File: config.mk
export PLATFORM = sky130hd
export DESIGN_NAME = cms_clock_ctrl
export DESIGN_NICKNAME = d
export VERILOG_FILES = /design/src/rtl/cms_pkg.sv /design/src/rtl/cms_mul_core.sv /design/src/rtl/cms_clock_ctrl.sv
export SDC_FILE = /design/constraint.sdc
export NUM_CORES = 1
export LEC_CHECK = 0
export ABC_AREA = 1
export BUFFER_PORTS_ARGS = -buffer_cell sky130_fd_sc_hd__buf_2
export CORE_MARGIN = 2
export CORE_UTILIZATION = 55
export CTS_CLUSTER_DIAMETER = 120
export DETAILED_ROUTE_END_ITERATION = 7
export PLACE_DENSITY = 0.76
export SYNTH_ARGS = -nofsm -noshare
export SYNTH_HDL_FRONTEND = slang
export SYNTH_SLANG_ARGS = --single-unit
File: constraint.sdc
create_clock -name clock -period 1.9 [get_ports clock]
set_clock_uncertainty 0.05 [all_clocks]
set_input_delay 0.095 -clock clock [delete_from_list [all_inputs] [get_ports clock]]
set_output_delay 0.095 -clock clock [all_outputs]
set_load 0.1 [all_outputs]
File: src/rtl/cms_pkg.sv
// Constants, field layout and carrier types for the clock multiplier and source select block
package cms_pkg;
	// Clock rate and multiplier warm-up time
	localparam int CLK_MHZ = 100;
	localparam int WARM_US = 5;
	localparam int WARM_CYCLES = WARM_US * CLK_MHZ;

	// Register addresses in the special function register space
	localparam logic [7:0] ADDR_MUL_CTRL = 8'hB9;
	localparam logic [7:0] ADDR_CLK_SEL = 8'hA9;
	localparam logic [7:0] MUL_CTRL_RESET = 8'h00;
	localparam logic [7:0] CLK_SEL_RESET = 8'h00;
	localparam logic [7:0] MUL_CTRL_WMASK = 8'hC3;
	localparam logic [7:0] CLK_SEL_WMASK = 8'h73;
	localparam logic [7:0] RDATA_NONE = 8'h00;

	// Field positions
	localparam int MUL_EN_BIT = 7;
	localparam int MUL_INIT_BIT = 6;
	localparam int MUL_RDY_BIT = 5;
	localparam int MUL_SEL_LSB = 0;
	localparam int SYS_SRC_LSB = 0;
	localparam int USB_SRC_LSB = 4;

	// Multiplier input codes
	localparam logic [1:0] MSEL_INT = 2'h0;
	localparam logic [1:0] MSEL_EXT = 2'h1;
	localparam logic [1:0] MSEL_EXT_DIV2 = 2'h2;

	// System clock source codes
	localparam logic [1:0] SYS_INT = 2'h0;
	localparam logic [1:0] SYS_EXT = 2'h1;
	localparam logic [1:0] SYS_MUL_DIV2 = 2'h2;

	// USB clock source codes
	localparam logic [2:0] USB_MUL = 3'h0;
	localparam logic [2:0] USB_INT_DIV2 = 3'h1;
	localparam logic [2:0] USB_EXT = 3'h2;
	localparam logic [2:0] USB_EXT_DIV2 = 3'h3;
	localparam logic [2:0] USB_INT_DIV4 = 3'h4;
	localparam logic [2:0] USB_EXT_DIV4 = 3'h5;

	// Divider terminal count
	localparam logic [1:0] DIV4_LAST = 2'h3;

	// Register port request
	typedef struct packed {
		logic [7:0] addr;
		logic wr;
		logic rd;
		logic [7:0] wdata;
	} cms_sfr_req_t;

	// Multiplier bring-up states
	typedef enum logic [3:0] {
		MUL_OFF = 4'h1,
		MUL_WARM = 4'h2,
		MUL_LOCK = 4'h4,
		MUL_READY = 4'h8
	} cms_mul_state_t;
endpackage : cms_pkg

File: src/rtl/cms_mul_core.sv
// Four-times multiplier core: tick multiplier with warm-up, lock and ready status
`timescale 1ns/1ps
module cms_mul_core #(
	parameter int PW = 8,
	parameter int LOCK_TICKS = 4,
	parameter int WARM_CYCLES = cms_pkg::WARM_CYCLES
) (
	input wire logic clock, // System clock
	input wire logic nrst, // Synchronous reset, active low
	input wire logic enable, // Power-up request
	input wire logic init, // Start of initialisation
	input wire logic in_tick, // Selected input rate pulse
	output logic out_tick, // Four pulses per input period
	output logic ready // Output stabilised
);
	localparam int WW = 16;
	localparam logic [WW-1:0] WARM_LAST = WW'(WARM_CYCLES - 1);
	localparam logic [7:0] LOCK_LAST = 8'(LOCK_TICKS - 1);
	localparam logic [PW-1:0] PH_MAX = '1;

	cms_pkg::cms_mul_state_t state_q, state_d;
	logic [WW-1:0] warm_q, warm_d;
	logic [7:0] lock_q, lock_d;
	logic [PW-1:0] phase_q, phase_d, period_q, period_d;
	logic [PW-1:0] q1, q2, q3, ph1;
	logic emit, tick_d, ready_d;

	// Period measure, quarter-period pulses and bring-up sequencing
	always_comb begin
		state_d = state_q;
		warm_d = warm_q;
		lock_d = lock_q;
		phase_d = phase_q;
		period_d = period_q;
		tick_d = 1'b0;
		ph1 = PW'(phase_q + 1'b1);
		q1 = period_q >> 2;
		q2 = q1 << 1;
		q3 = PW'(q2 + q1);
		if (in_tick) begin
			phase_d = '0;
			period_d = ph1;
		end else if (phase_q != PH_MAX) begin
			phase_d = ph1;
		end
		emit = in_tick || ((q1 != '0) && (ph1 == q1 || ph1 == q2 || ph1 == q3));
		case (state_q)
			cms_pkg::MUL_OFF: begin
				warm_d = '0;
				lock_d = '0;
				state_d = cms_pkg::MUL_WARM;
			end
			cms_pkg::MUL_WARM: begin
				lock_d = '0;
				if (warm_q != WARM_LAST) begin
					warm_d = WW'(warm_q + 1'b1);
				end else if (init) begin
					state_d = cms_pkg::MUL_LOCK;
				end
			end
			cms_pkg::MUL_LOCK: begin
				tick_d = emit;
				if (in_tick) begin
					if (lock_q == LOCK_LAST) begin
						state_d = cms_pkg::MUL_READY;
					end else begin
						lock_d = 8'(lock_q + 1'b1);
					end
				end
			end
			cms_pkg::MUL_READY: begin
				tick_d = emit;
			end
			default: begin
				state_d = cms_pkg::MUL_OFF;
			end
		endcase
		// Disable or a zero write drops back to off; clearing init drops back to warm
		if (!enable) begin
			state_d = cms_pkg::MUL_OFF;
			tick_d = 1'b0;
		end else if (!init && (state_q == cms_pkg::MUL_LOCK || state_q == cms_pkg::MUL_READY)) begin
			state_d = cms_pkg::MUL_WARM;
			tick_d = 1'b0;
		end
		ready_d = (state_d == cms_pkg::MUL_READY);
	end

	// State registers
	always_ff @(posedge clock) begin
		if (!nrst) begin
			state_q <= cms_pkg::MUL_OFF;
			warm_q <= '0;
			lock_q <= '0;
			phase_q <= '0;
			period_q <= '0;
			out_tick <= 1'b0;
			ready <= 1'b0;
		end else begin
			state_q <= state_d;
			warm_q <= warm_d;
			lock_q <= lock_d;
			phase_q <= phase_d;
			period_q <= period_d;
			out_tick <= tick_d;
			ready <= ready_d;
		end
	end

	rdy_off_a: assert property (@(posedge clock) disable iff (!nrst) !enable |=> !ready)
		else $error("ready stayed high after disable");
	mul_tick_a: assert property (@(posedge clock) disable iff (!nrst)
		(ready && enable && init && in_tick) |=> out_tick)
		else $error("no output pulse on input pulse while ready");
	rdy_cause_a: assert property (@(posedge clock) disable iff (!nrst)
		$rose(ready) |-> $past(init && enable, 1))
		else $error("ready rose without enable and init");
endmodule : cms_mul_core

File: src/rtl/cms_clock_ctrl.sv
// Clock multiplier control, crystal valid flag and glitch-free system and USB source select
`timescale 1ns/1ps
// Operation
// - Multiplier gives four output pulses per input period, 12 MHz becomes 48 MHz.
// - Multiplier output divided by two is a system clock source.
// - Input select bits 1..0: internal, external, external halved, reserved.
// - Enable bit 7 powers the multiplier up; clearing it shuts it down.
// - After over 5 us, writing enable plus init bit 6 starts initialisation.
// - Read-only ready bit 5 reads one once the output is stable.
// - Internal oscillator is usable at once, with no settling wait.
// - Crystal valid flag is set by hardware once the external oscillator settles.
// - System source field selects the clock; code 01 runs it from external.
// - External oscillator still feeds USB while internal clocks the system.
// - System source may switch at run time to an enabled settled source.
// - Three-bit USB field picks multiplier, external, divided internal or divided external.
module cms_clock_ctrl #(
	parameter int XTAL_SETTLE_TICKS = 1024,
	parameter int LOCK_TICKS = 4
) (
	input wire logic clock, // System clock, 100 MHz
	input wire logic nrst, // Synchronous reset, active low
	input wire cms_pkg::cms_sfr_req_t sfr, // Register port request
	output logic [7:0] sfr_rdata, // Read data, valid cycle after rd
	input wire logic int_osc_tick, // Internal oscillator rate pulse
	input wire logic ext_osc_tick, // External oscillator rate pulse
	input wire logic ext_osc_enable, // External oscillator running
	output logic sys_clk_en, // System clock rate pulse
	output logic usb_clk_en, // USB function clock rate pulse
	output logic crystal_valid_flag // External oscillator settled
);
	localparam int XW = 16;
	// Count saturates at the full settle count, so the flag needs every pulse
	localparam logic [XW-1:0] XTAL_LAST = XW'(XTAL_SETTLE_TICKS);

	logic [7:0] mul_ctrl_q, mul_ctrl_d, clk_sel_q, clk_sel_d, rdata_d;
	logic [1:0] src_tick, div2_tick, div4_tick;
	logic [1:0] div_cnt_q [2];
	logic [1:0] div_cnt_d [2];
	logic mul_in_tick, mul_tick, mul_ready, mdiv_q, mdiv_d, mul_div2_tick;
	logic [1:0] mul_sel, sys_req, sys_act_q, sys_act_d;
	logic [2:0] usb_req, usb_act_q, usb_act_d;
	logic [3:0] sys_srcs;
	logic [7:0] usb_srcs;
	logic sys_en_d, usb_en_d;
	logic [XW-1:0] xtal_cnt_q, xtal_cnt_d;
	logic xvalid_d;

	// Register writes, read-back and unmapped reads
	always_comb begin
		mul_ctrl_d = mul_ctrl_q;
		clk_sel_d = clk_sel_q;
		rdata_d = sfr_rdata;
		if (sfr.wr && sfr.addr == cms_pkg::ADDR_MUL_CTRL) begin
			mul_ctrl_d = sfr.wdata & cms_pkg::MUL_CTRL_WMASK;
		end
		if (sfr.wr && sfr.addr == cms_pkg::ADDR_CLK_SEL) begin
			clk_sel_d = sfr.wdata & cms_pkg::CLK_SEL_WMASK;
		end
		if (sfr.rd) begin
			case (sfr.addr)
				cms_pkg::ADDR_MUL_CTRL: begin
					rdata_d = mul_ctrl_q;
					rdata_d[cms_pkg::MUL_RDY_BIT] = mul_ready;
				end
				cms_pkg::ADDR_CLK_SEL: rdata_d = clk_sel_q;
				default: rdata_d = cms_pkg::RDATA_NONE;
			endcase
		end
	end

	always_ff @(posedge clock) begin
		if (!nrst) begin
			mul_ctrl_q <= cms_pkg::MUL_CTRL_RESET;
			clk_sel_q <= cms_pkg::CLK_SEL_RESET;
			sfr_rdata <= cms_pkg::RDATA_NONE;
		end else begin
			mul_ctrl_q <= mul_ctrl_d;
			clk_sel_q <= clk_sel_d;
			sfr_rdata <= rdata_d;
		end
	end

	// Divide-by-two and divide-by-four of internal and external oscillator
	assign src_tick = {ext_osc_tick, int_osc_tick};
	for (genvar i = 0; i < 2; i++) begin : g_div
		always_comb begin
			div_cnt_d[i] = div_cnt_q[i];
			if (src_tick[i]) begin
				div_cnt_d[i] = 2'(div_cnt_q[i] + 1'b1);
			end
		end
		always_ff @(posedge clock) begin
			if (!nrst) begin
				div_cnt_q[i] <= '0;
			end else begin
				div_cnt_q[i] <= div_cnt_d[i];
			end
		end
		assign div2_tick[i] = src_tick[i] && div_cnt_q[i][0];
		assign div4_tick[i] = src_tick[i] && (div_cnt_q[i] == cms_pkg::DIV4_LAST);
	end

	// Multiplier input select, reserved code feeds nothing
	assign mul_sel = mul_ctrl_q[cms_pkg::MUL_SEL_LSB +: 2];
	always_comb begin
		case (mul_sel)
			cms_pkg::MSEL_INT: mul_in_tick = int_osc_tick;
			cms_pkg::MSEL_EXT: mul_in_tick = ext_osc_tick;
			cms_pkg::MSEL_EXT_DIV2: mul_in_tick = div2_tick[1];
			default: mul_in_tick = 1'b0;
		endcase
	end

	cms_mul_core #(
		.PW(8),
		.LOCK_TICKS(LOCK_TICKS),
		.WARM_CYCLES(cms_pkg::WARM_CYCLES)
	) u_mul (
		.clock(clock),
		.nrst(nrst),
		.enable(mul_ctrl_q[cms_pkg::MUL_EN_BIT]),
		.init(mul_ctrl_q[cms_pkg::MUL_INIT_BIT]),
		.in_tick(mul_in_tick),
		.out_tick(mul_tick),
		.ready(mul_ready)
	);

	// Halved multiplier rate for the system clock
	always_comb begin
		mdiv_d = mdiv_q;
		if (mul_tick) begin
			mdiv_d = !mdiv_q;
		end
	end
	assign mul_div2_tick = mul_tick && mdiv_q;

	// Candidate pulses per source code; external stays usable for USB at all times
	assign sys_srcs = {1'b0, mul_div2_tick, ext_osc_tick, int_osc_tick};
	assign usb_srcs = {2'b00, div4_tick[1], div4_tick[0], div2_tick[1], ext_osc_tick,
		div2_tick[0], mul_tick};
	assign sys_req = clk_sel_q[cms_pkg::SYS_SRC_LSB +: 2];
	assign usb_req = clk_sel_q[cms_pkg::USB_SRC_LSB +: 3];

	// Switch only on a pulse of the new source, output held quiet meanwhile
	always_comb begin
		sys_act_d = sys_act_q;
		usb_act_d = usb_act_q;
		sys_en_d = 1'b0;
		usb_en_d = 1'b0;
		if (sys_req != sys_act_q) begin
			if (sys_srcs[sys_req]) begin
				sys_act_d = sys_req;
			end
		end else begin
			sys_en_d = sys_srcs[sys_act_q];
		end
		if (usb_req != usb_act_q) begin
			if (usb_srcs[usb_req]) begin
				usb_act_d = usb_req;
			end
		end else begin
			usb_en_d = usb_srcs[usb_act_q];
		end
	end

	// Crystal settle count over external pulses
	always_comb begin
		xtal_cnt_d = xtal_cnt_q;
		if (!ext_osc_enable) begin
			xtal_cnt_d = '0;
		end else if (ext_osc_tick && xtal_cnt_q != XTAL_LAST) begin
			xtal_cnt_d = XW'(xtal_cnt_q + 1'b1);
		end
		xvalid_d = ext_osc_enable && (xtal_cnt_d == XTAL_LAST);
	end

	always_ff @(posedge clock) begin
		if (!nrst) begin
			mdiv_q <= 1'b0;
			sys_act_q <= cms_pkg::SYS_INT;
			usb_act_q <= cms_pkg::USB_MUL;
			sys_clk_en <= 1'b0;
			usb_clk_en <= 1'b0;
			xtal_cnt_q <= '0;
			crystal_valid_flag <= 1'b0;
		end else begin
			mdiv_q <= mdiv_d;
			sys_act_q <= sys_act_d;
			usb_act_q <= usb_act_d;
			sys_clk_en <= sys_en_d;
			usb_clk_en <= usb_en_d;
			xtal_cnt_q <= xtal_cnt_d;
			crystal_valid_flag <= xvalid_d;
		end
	end

	sys_int_a: assert property (@(posedge clock) disable iff (!nrst)
		(sys_req == cms_pkg::SYS_INT && sys_act_q == cms_pkg::SYS_INT && int_osc_tick)
		|=> sys_clk_en)
		else $error("internal pulse not passed to system clock");
	sys_ext_a: assert property (@(posedge clock) disable iff (!nrst)
		(sys_req == cms_pkg::SYS_EXT && sys_act_q == cms_pkg::SYS_EXT && ext_osc_tick)
		|=> sys_clk_en)
		else $error("external pulse not passed to system clock");
	sys_gap_a: assert property (@(posedge clock) disable iff (!nrst)
		(sys_req != sys_act_q) |=> !sys_clk_en)
		else $error("system clock pulsed during a switch");
	usb_gap_a: assert property (@(posedge clock) disable iff (!nrst)
		(usb_req != usb_act_q) |=> !usb_clk_en)
		else $error("usb clock pulsed during a switch");
	usb_mul_a: assert property (@(posedge clock) disable iff (!nrst)
		(usb_req == cms_pkg::USB_MUL && usb_act_q == cms_pkg::USB_MUL && mul_tick)
		|=> usb_clk_en)
		else $error("multiplier pulse not passed to usb clock");
	xtal_clr_a: assert property (@(posedge clock) disable iff (!nrst)
		!ext_osc_enable |=> !crystal_valid_flag)
		else $error("crystal valid high with oscillator off");
	rd_rdy_a: assert property (@(posedge clock) disable iff (!nrst)
		(sfr.rd && sfr.addr == cms_pkg::ADDR_MUL_CTRL)
		|=> sfr_rdata[cms_pkg::MUL_RDY_BIT] == $past(mul_ready))
		else $error("ready bit read-back wrong");
endmodule : cms_clock_ctrl

==> reports/metrics.yaml, run 1 <==
clock_network:
  cts-buffers-inserted: 9
  clockRootBuffer: "clkbuf_8"
  clock_path_buffers: 2
  clock-sinks: 88
  h-tree-depth: 3
  cts_tree: "yes"
  clk_latency_ns: 0.37
  clk_pin_slew_ns: 0.09
sta:
  finalHoldViolations: 0
  layout_setup_ws_ns: -0.09599
  finalSetupViolCount: 1
  grt_setup_unrepaired: "true"
  fin_crit_sh: 1.051
  fmax_mhz: 501.0
  hold_slack_ns: 0.02933
  drv_slew: 0
  period_needed_ns: 1.996
finish:
  fin_util: 0.6826
  num-nets-final: 925
  antenna_cells: 0
  stdcell_count: 1019
  fill_cells: 796
  drive_gt1_frac: 0.1742
  area_growth_pct: 20.05
logic_synthesis:
  avgSynthCellArea_um2: 6.574
  seq_area_frac_synth: 0.3337
  synth_area_leaders: "dfxtp_1 33%, nand2_1 13%, nor2_1 7.2%, inv_1 6.9%, a21oi_1 5.8%"
  ys_warn_count: 0
  syn_inst: 803
  yosys.cell_count.top_type: "nand2_1"
  ys_types: 46
  synth_top_cell_by_area: "dfxtp_1"
  synth_edf_count: 0
  synthFlopType: "dfxtp_1"
  yosysTopAreaCellShare: 0.3337
  synth_common_cells: "187 x nand2_1, 101 x nor2_1, 97 x inv_1"
  ys_async_sr_fraction: 0
  ys_ff_latch: 88
  synth_area_um2: 5279
global_routing:
  antenna_found_initial: 0
  grt_pass1_vias: 5072
  track_usage: 0.2625
  grt_pass1_wl_mm: 22.17
  overflow: 0
  grt_max_degree: 43
critical_path:
  worst-r2r-setup-slack_ns: -0.1
  end_kind: "register"
  slowest_stage: "fa_2"
  worst_path_largest_cell_delay_ns: 0.52
  path_depth: 12
  cp-start-kind: "register"
  arrival_ns: 2.25
  cp-startpoint: "u_mul.period_q[3]$_SDFFE_PN0N_"
  reg2reg_to: "u_mul.out_tick$_SDFF_PP0_"
  path_cells: "ha_4 > inv_2 > fa_2 > nor2_1 > nand3b_1 > nor2_1 > nand2_1 > nor2_1 > nand3_1 > nand2_1 > nand2_1 > a21oi_2"
  path_class: "reg2reg"
  r2r-start: "u_mul.period_q[3]$_SDFFE_PN0N_"
  path_buf_inv: 1
  critical-path-top-delay-family: "simple AND/OR/NAND/NOR gates"
  worstPathRequired_ns: 2.15
  r2r_cells: 12
  cp_max_fo: 4
power:
  p_leak_nw: 2.572
  power_frac_clock: 0.404
  combPwrFrac: 0.096
  seq_power_share: 0.500
  p_per_area_nw_per_um2: 593.6
  p_sw_frac: 0.2535
  intPower_mw: 2.808
  vdd_drop_max_v: 0.0005295
  power_switching_mw: 0.9537
run_status:
  violations: "negative setup slack"
  run_status: "complete, but fails checks"
detailed_routing:
  ant_nets: 0
  viasPerCell: 5.345
  routed_wl_mm: 13.25
  wl_per_cell_um: 13.00
  first_pass_iters: 5
  via_count: 5447
  drt_iter0_markers: 255
  drcViolationCount: 0
worst_hold_path:
  hold_start: "ext_osc_enable"
  hold_path.class: "in2reg"
  holdPathEnd: "xtal_cnt_q[5]$_SDFF_PN0_"
  hold_path_depth: 3
placed_design:
  detailed_place_hpwl_mm: 9.345
  dp.cells: 981
  pre_cts_ws_ns: -0.1493
  gp_congestion: 0.9388
  portBuffers: 29
floorplanning:
  start_util: 0.5686
  num_rows: 35
  die_y_um: 102.0
  die_x_um: 102.0
  core_um2: 9284
  dieArea_um2: 10400
  ios: 34
flow_run:
  cap_violations: 0
area by class of cell:
class	instances	area (um2)	share of cell area
multi-input combinational	594	3138	0.4952
sequential	88	1783	0.2813
clock buffer	11	151.4	0.02389
tap	129	161.4	0.02547
clock inverter	5	87.58	0.01382
timing repair buffer	87	610.6	0.09635
inverter	105	405.4	0.06397
worst min-delay path, stage by stage:
cell	delay, ns
buf_2	0.19
nand2_1	0.10
nor2_1	0.04
power groups by stage:
stage	sequential [mW]	clock, mW	combinational (mW)
global placement	1.92	0	0.302
CTS	1.88	1.56	0.336
detailed placement	1.92	0	0.310
finish	1.88	1.52	0.361
global route	1.88	1.62	0.394
floorplan	1.97	0	0.188
state kept, by name, summed over array words and instances, names as in the netlist:
signal and cells:
mul_ctrl_q 4, u_mul.out_tick 1, mdiv_q 1, div_cnt_q 4
u_mul.state_q 4, clk_sel_q 5, usb_clk_en 1, u_mul.lock_q 8
sfr_rdata 6, usb_act_q 3, u_mul.phase_q 8, sys_act_q 2
u_mul.period_q 6, sys_clk_en 1, xtal_cnt_q 16, crystal_valid_flag 1
u_mul.ready 1, u_mul.warm_q 16
layout by cell type (no fill, tap or decap), types with 6 or more instances in the layout:
cell type / count
dfxtp_1: 77
inv_1: 94
buf_2: 29
dfxtp_2: 8
xor2_1: 12
clkbuf_8: 11
ha_1: 12
o22ai_1: 10
nand2_1: 183
nand4_1: 18
nand3_1: 59
xnor2_1: 14
o21ai_0: 38
a21oi_1: 60
nor4_1: 6
nor2_1: 97
nand3b_1: 6
nor3_1: 20
buf_4: 48
dlygate4sd3_1: 9
nand2_2: 8
how the worst max path moves through the flow:
stage                                            to  slack, ns
after CTS                 u_mul.out_tick$_SDFF_PP0_      -0.12
after floorplan           u_mul.out_tick$_SDFF_PP0_      0.006
after detailed placement  u_mul.out_tick$_SDFF_PP0_      -0.15
final                     u_mul.out_tick$_SDFF_PP0_       -0.1
after global placement    u_mul.out_tick$_SDFF_PP0_      -0.09
after global routing      u_mul.out_tick$_SDFF_PP0_      -0.17
metrics by stage:
| step | cell area, um2 | TNS (ns) | power, mW |
|---|---|---|---|
| global route | 6337 | -0.3617 | 3.897 |
| CTS | 6166 | -0.1185 | 3.771 |
| detailed placement | 5759 | -0.1552 | 2.233 |
| finish | 6337 | -0.09599 | 3.762 |
| floorplan | 5283 | 0 | 2.160 |
| global placement | 5759 | -0.08994 | 2.223 |
routing by layer:
metal | routed length (um) | track usage | part of all wire
met1 | 5692 | 0.3205 | 0.43
met2 | 6715 | 0.4671 | 0.51
met3 | 675 | 0.05404 | 0.051
met4 | 163 | 0.07590 | 0.012
met5 | 0 | 0 | 0
kinds of logic (layout without fill, tap and decap cells):
kind of cell | after synthesis | in the layout | share of synthesized area
AO/OA/AOI/OAI | 125 | 125 | 0.1263
XOR/XNOR | 26 | 26 | 0.04314
adder cells (fa/ha/maj) | 17 | 17 | 0.04172
buffers and inverters | 122 | 208 | 0.09457
flip-flops | 88 | 88 | 0.3337
other | 1 | 2 | 0.0007104
AND/OR/NAND/NOR | 424 | 424 | 0.3598
what timing repair did:
action                                  4_1_cts  5_1_grt
pin swaps                                     7       20
setup buffers                                 6        7
resized for setup                            12       39
hold buffers                                  9        0
endpoints found under the setup margin        2       12
hold endpoints to repair                     13        0
cloned                                        0        0
No activity file was read; power rests on OpenSTA's default activity.
==> run 2, diff against run 1 <==
--- a/config.mk
+++ b/config.mk
@@ -8,10 +8,11 @@
 export ABC_AREA = 1
 export BUFFER_PORTS_ARGS = -buffer_cell sky130_fd_sc_hd__buf_2
 export CORE_MARGIN = 2
-export CORE_UTILIZATION = 55
+export CORE_UTILIZATION = 60
+export CTS_BUF_LIST = sky130_fd_sc_hd__clkbuf_8
 export CTS_CLUSTER_DIAMETER = 120
 export DETAILED_ROUTE_END_ITERATION = 7
-export PLACE_DENSITY = 0.76
+export PLACE_DENSITY = 0.79
 export SYNTH_ARGS = -nofsm -noshare
 export SYNTH_HDL_FRONTEND = slang
 export SYNTH_SLANG_ARGS = --single-unit
==> constraint.sdc (replaced) <==
create_clock -name clock -period 2.4 [get_ports clock]
set_clock_uncertainty 0.05 [all_clocks]
set_input_delay 0.12 -clock clock [delete_from_list [all_inputs] [get_ports clock]]
set_output_delay 0.12 -clock clock [all_outputs]
set_load 0.1 [all_outputs]
==> reports/metrics.yaml, run 2 (synthesis results as in run 1) <==
critical_path:
  end_kind: "register"
  worst_path_largest_cell_delay_ns: 0.43  # -0.09 ns
  slowest_stage: "dfxtp_1"
  worst-r2r-setup-slack_ns: 0.25  # +0.34 ns
  worstPathRequired_ns: 2.64  # +0.49 ns
  critical-path-top-delay-family: "simple AND/OR/NAND/NOR gates"
  cp-start-kind: "register"
  cp-startpoint: "u_mul.period_q[3]$_SDFFE_PN0N_"
  path_buf_inv: 1  # unchanged
  arrival_ns: 2.40  # +0.15 ns
  cp_max_fo: 5  # +1
  r2r-start: "u_mul.period_q[3]$_SDFFE_PN0N_"
  path_cells: "ha_1 > inv_1 > fa_1 > nand3b_1 > nand3b_1 > nand2_1 > nand3_1 > nand3_1 > nor2_1 > nand3_1 > nand2_1 > nand2_1 > a21oi_1"
  path_class: "reg2reg"
placed_design:
  gp_congestion: 0.9178  # -2.2%
  detailed_place_hpwl_mm: 8.852  # -5.3%
  portBuffers: 29  # unchanged
sta:
  slew_headroom: 0.6098
  tns_ns: 0  # +0.09599 ns
  fin_crit_sh: 0.8968  # -0.1537
  finalHoldViolations: 0  # unchanged
  fmax_mhz: 464.6  # -7.3%
  tightest_slew_ns: 0.5800
  finalSetupViolCount: 0  # -1
  grt_setup_unrepaired: "false"
  period_needed_ns: 2.152  # +0.1564 ns
  drv_slew: 0  # unchanged
floorplanning:
  dieArea_um2: 9564  # -8.0%
  die_x_um: 97.80  # -4.1%
  num_rows: 34  # -2.9%
  start_util: 0.6113  # +0.04267
  die_y_um: 97.80  # -4.1%
  ios: 34  # unchanged
  core_um2: 8636  # -7.0%
global_routing:
  antenna_found_initial: 0  # unchanged
  track_usage: 0.2572  # -0.005218
  grt_pass1_vias: 4890  # -3.6%
  grt_pass1_wl_mm: 21.09  # -4.9%
  grt_max_degree: 43  # unchanged
  overflow: 0  # unchanged
detailed_routing:
  via_count: 5204  # -4.5%
  routed_wl_mm: 11.98  # -9.6%
  wl_per_cell_um: 12.64  # -2.8%
  first_pass_iters: 5  # unchanged
  drcViolationCount: 0  # unchanged
  drt_iter0_markers: 222  # -13%
  viasPerCell: 5.489  # +2.7%
  ant_nets: 0  # unchanged
power:
  p_leak_nw: 2.309  # -10%
  p_per_area_nw_per_um2: 503.6  # -15%
  vdd_drop_max_v: 0.0002942  # -44%
  power_mw: 2.901  # -23%
finish:
  final_common_cell: "nand2_1"
  largest_registers: "u_mul.warm_q (16), xtal_cnt_q (16)"
  num-nets-final: 875  # -5.4%
  drive_gt1_frac: 0.09048  # -0.08368
  antenna_cells: 0  # unchanged
  layout_common_cells: "187 x nand2_1, 101 x nor2_1, 97 x inv_1"
  area_growth_pct: 9.102
  fill_cells: 770  # -3.3%
worst_hold_path:
  hold_path.class: "in2reg"
  hold_start: "int_osc_tick"
clock_network:
  clk_pin_slew_ns: 0.09  # about the same
  clock_path_buffers: 2  # unchanged
  clk_latency_ns: 0.36  # about the same
  clockRootBuffer: "clkbuf_8"
  cts_resized: 0  # -12
  clock-sinks: 88  # unchanged
  cts_tree: "yes"
  cts-buffers-inserted: 9  # unchanged
  h-tree-depth: 3  # unchanged
flow_run:
  cap_violations: 0  # unchanged
run_status:
  run_status: "complete, no violations"
==> run 2: changes by cell type in the layout (fill, tap and decap cells not counted), sizes merged <==
cell	before	now
clkinv	4	3
clkbuf	11	9
dlygate4sd3	9	4
inv	103	106
buf	78	33
==> run 2: timing repair <==
item                      4_1_cts  5_1_grt
buffers inserted                0        0
hold endpoints to repair        3        1
hold buffers                    3        1
==> run 2: report_power, final <==
group	switching [mW]	total, mW	internal (mW)	leakage (nW)
clock	0.570	1.17	0.599	0.111
combinational	0.173	0.240	0.0669	1.49
sequential	0.0153	1.49	1.48	0.712
total	0.758	2.90	2.14	2.31
==> run 2: final timing paths <==
kind / endpoint / depth (start not counted)
hold reg to reg: u_mul.lock_q[7]$_SDFFE_PN0P_ / 2
setup / recovery: u_mul.out_tick$_SDFF_PP0_ / 13
hold / removal: div_cnt_q[0][1]$_SDFFE_PN0P_ / 3
setup reg to reg: u_mul.out_tick$_SDFF_PP0_ / 13
==> run 2: through the flow <==
| stage | setup slack (ns) | hold slack (ns) | utilization | cell area (um2) | cells |
|---|---|---|---|---|---|
| floorplan | 0.5060 | 0.2216 | - | 5283 | 804 |
| global placement | 0.3471 | 0.3551 | 0.6360 | 5493 | 928 |
| detailed placement | 0.2826 | 0.3563 | 0.6360 | 5493 | 928 |
| CTS | 0.2480 | 0.004909 | 0.6657 | 5749 | 947 |
| global route | 0.05118 | 0.01988 | 0.6669 | 5759 | 948 |
| finish | 0.2476 | 0.02225 | 0.6669 | 5759 | 948 |
==> run 2: area by class of cell <==
type | instances | area (um2) | area share
tap | 108 | 135.1 | 0.02346
clock inverter | 7 | 102.6 | 0.01781
sequential | 88 | 1762 | 0.3059
timing repair buffer | 37 | 215.2 | 0.03737
multi-input combinational | 594 | 3022 | 0.5247
inverter | 105 | 399.1 | 0.06930
clock buffer | 9 | 123.9 | 0.02151
==> run 2: metal layers <==
| metal | GRT usage | vias to the layer above | wire [um] | share of wire |
|---|---|---|---|---|
| li1 | - | 2691 | - | - |
| met1 | 0.3320 | 2369 | 5552 | 0.46 |
| met2 | 0.4499 | 127 | 5729 | 0.48 |
| met3 | 0.04009 | 17 | 557 | 0.046 |
| met4 | 0.07051 | 0 | 139 | 0.012 |
| met5 | 0 | - | 0 | 0 |
==> run 2: tightest hold or removal path, cell delays in order <==
cell     delay [ns]
buf_2          0.11
o21ai_0        0.07
nor2_1         0.08
==> run 3, diff against run 2 <==
--- a/config.mk
+++ b/config.mk
@@ -8,11 +8,11 @@
 export ABC_AREA = 1
 export BUFFER_PORTS_ARGS = -buffer_cell sky130_fd_sc_hd__buf_2
 export CORE_MARGIN = 2
-export CORE_UTILIZATION = 60
+export CORE_UTILIZATION = 58
 export CTS_BUF_LIST = sky130_fd_sc_hd__clkbuf_8
 export CTS_CLUSTER_DIAMETER = 120
 export DETAILED_ROUTE_END_ITERATION = 7
-export PLACE_DENSITY = 0.79
+export PLACE_DENSITY = 0.77
 export SYNTH_ARGS = -nofsm -noshare
 export SYNTH_HDL_FRONTEND = slang
 export SYNTH_SLANG_ARGS = --single-unit
==> reports/metrics.yaml, run 3 (synthesis results as in run 1) <==
finish:
  layout_common_cells: "187 x nand2_1, 101 x nor2_1, 97 x inv_1"
  num-nets-final: 873  # -0.23%
  drive_gt1_frac: 0.09069  # +0.0002159
  antenna_cells: 0  # unchanged
  multi_input_area_um2: 3022  # unchanged
  seq_area_um2: 1762  # unchanged
  final_area_um2: 5737  # -0.39%
  fin_util: 0.6546  # -0.01228
  largest_registers: "u_mul.warm_q (16), xtal_cnt_q (16)"
  fill_cells: 796  # +3.4%
  final_common_cell: "nand2_1"
  area_growth_pct: 8.675
floorplanning:
  dieArea_um2: 9880  # +3.3%
  start_util: 0.6024  # -0.008902
  die_x_um: 99.40  # +1.6%
  num_rows: 34  # unchanged
  die_y_um: 99.40  # +1.6%
  core_um2: 8763  # +1.5%
  ios: 34  # unchanged
clock_network:
  h-tree-depth: 3  # unchanged
  clock_path_buffers: 2  # unchanged
  clk_pin_slew_ns: 0.09  # about the same
  cts_tree: "yes"
  cts-buffers-inserted: 9  # unchanged
  post_cts_buffers: 0  # unchanged
  clk_latency_ns: 0.36  # about the same
  clock-sinks: 88  # unchanged
  clockRootBuffer: "clkbuf_8"
critical_path:
  worstPathRequired_ns: 2.64  # about the same
  arrival_ns: 2.44  # +0.04 ns
  worst-r2r-setup-slack_ns: 0.20  # -0.05 ns
  path_class: "reg2reg"
  end_kind: "register"
  cp-start-kind: "register"
  cp_max_fo: 5  # unchanged
global_routing:
  antenna_found_initial: 0  # unchanged
  grt_pass1_vias: 4875  # -0.31%
  grt_max_degree: 43  # unchanged
  track_usage: 0.2479  # -0.009353
  overflow: 0  # unchanged
  grt_pass1_wl_mm: 20.75  # -1.6%
detailed_routing:
  routed_wl_mm: 11.83  # -1.2%
  first_pass_iters: 5  # unchanged
  drt_iter0_markers: 209  # -5.9%
  wl_per_cell_um: 12.51  # -1.0%
  viasPerCell: 5.502  # +0.23%
  via_count: 5205  # +0.019%
  drcViolationCount: 0  # unchanged
  ant_nets: 0  # unchanged
sta:
  finalHoldViolations: 0  # unchanged
  finalSetupViolCount: 0  # unchanged
  tns_ns: 0  # unchanged
  fmax_mhz: 454.4  # -2.2%
  period_needed_ns: 2.200  # +0.04809 ns
  slew_headroom: 0.6493  # +0.03953
  grt_setup_unrepaired: "false"
  hold_slack_ns: 0.01009  # -0.01216 ns
  fin_crit_sh: 0.9169  # +0.02004
  layout_setup_ws_ns: 0.1995  # -0.04809 ns
  tightest_slew_ns: 0.5212  # -0.05875 ns
  drv_slew: 0  # unchanged
placed_design:
  detailed_place_hpwl_mm: 8.678  # -2.0%
  portBuffers: 29  # unchanged
  dpl-instance-area_um2: 5493  # unchanged
  pre_cts_ws_ns: 0.2362  # -0.04641 ns
  gp_congestion: 0.8937  # -2.6%
power:
  power_switching_mw: 0.7602  # +0.33%
  p_leak_nw: 2.305  # -0.18%
  seq_power_share: 0.514  # about the same
  vdd_drop_max_v: 0.0003324  # +13%
  p_sw_frac: 0.2620  # +0.0007469
  intPower_mw: 2.142  # about the same
  combPwrFrac: 0.082  # about the same
  p_per_area_nw_per_um2: 505.8  # +0.43%
  power_frac_clock: 0.404  # about the same
flow_run:
  cap_violations: 0  # unchanged
run_status:
  run_status: "complete, no violations"
worst_hold_path:
  hold_path.class: "in2reg"
[run 3: cell types whose count changed in the layout (fill, tap and decap cells not counted)]
cell / delta
clkinv_2: +1
clkinv_4: -1
clkinvlp_4: -1
dlygate4sd3_1: -2
inv_6: +1
[run 3: final cells by class]
type,instances,share of cell area
clock buffer,9,0.02159
inverter,105,0.06957
clock inverter,7,0.01745
sequential,88,0.3071
multi-input combinational,594,0.5267
timing repair buffer,35,0.03402
tap,108,0.02356
[run 3: through the flow]
step | cells | total power, mW
after floorplan | 804 | 1.710
after global placement | 928 | 1.752
after CTS | 946 | 2.924
final | 946 | 2.902
after detailed placement | 928 | 1.757
after global routing | 946 | 3.013
[run 3: power groups by stage]
stage | registers (mW) | clock network (mW) | logic (mW)
detailed placement | 1.53 | 0 | 0.232
CTS | 1.49 | 1.20 | 0.236
floorplan | 1.56 | 0 | 0.148
global placement | 1.52 | 0 | 0.227
global route | 1.49 | 1.26 | 0.262
finish | 1.49 | 1.17 | 0.237
[run 3: critical path: stages (launching register included)]
cell and delay, ns:
dfxtp_1 0.42, ha_1 0.20, inv_1 0.05, fa_1 0.39, nand3b_1 0.20, nand2_1 0.10, nand2_1 0.08, nand3_1 0.11
nand2_1 0.08, nor2_1 0.11, nand3_1 0.08, nand2_1 0.07, nand2_1 0.07, a21oi_1 0.12
[run 3: worst paths after layout]
check / start / endpoint / cells past startpoint
max: u_mul.period_q[3]$_SDFFE_PN0N_ / u_mul.out_tick$_SDFF_PP0_ / 13
min: sfr[5] / clk_sel_q[5]$_SDFFE_PN0P_ / 3
max reg2reg: u_mul.period_q[3]$_SDFFE_PN0N_ / u_mul.out_tick$_SDFF_PP0_ / 13
min reg2reg: mul_ctrl_q[7]$_SDFFE_PN0P_ / sfr_rdata[7]$_SDFFE_PN0P_ / 2
[run 3: per-layer routing]
metal  track usage  part of all wire  vias up
met3       0.03584             0.047       19
met5             0                 0        -
li1              -                 -     2674
met1        0.3210              0.46     2371
met4       0.08325             0.014        0
met2        0.4246              0.48      141
[run 3: what timing repair did]
action,in CTS,in global routing
gates resized for setup,0,0
hold endpoints to repair,2,0
hold buffers,2,0
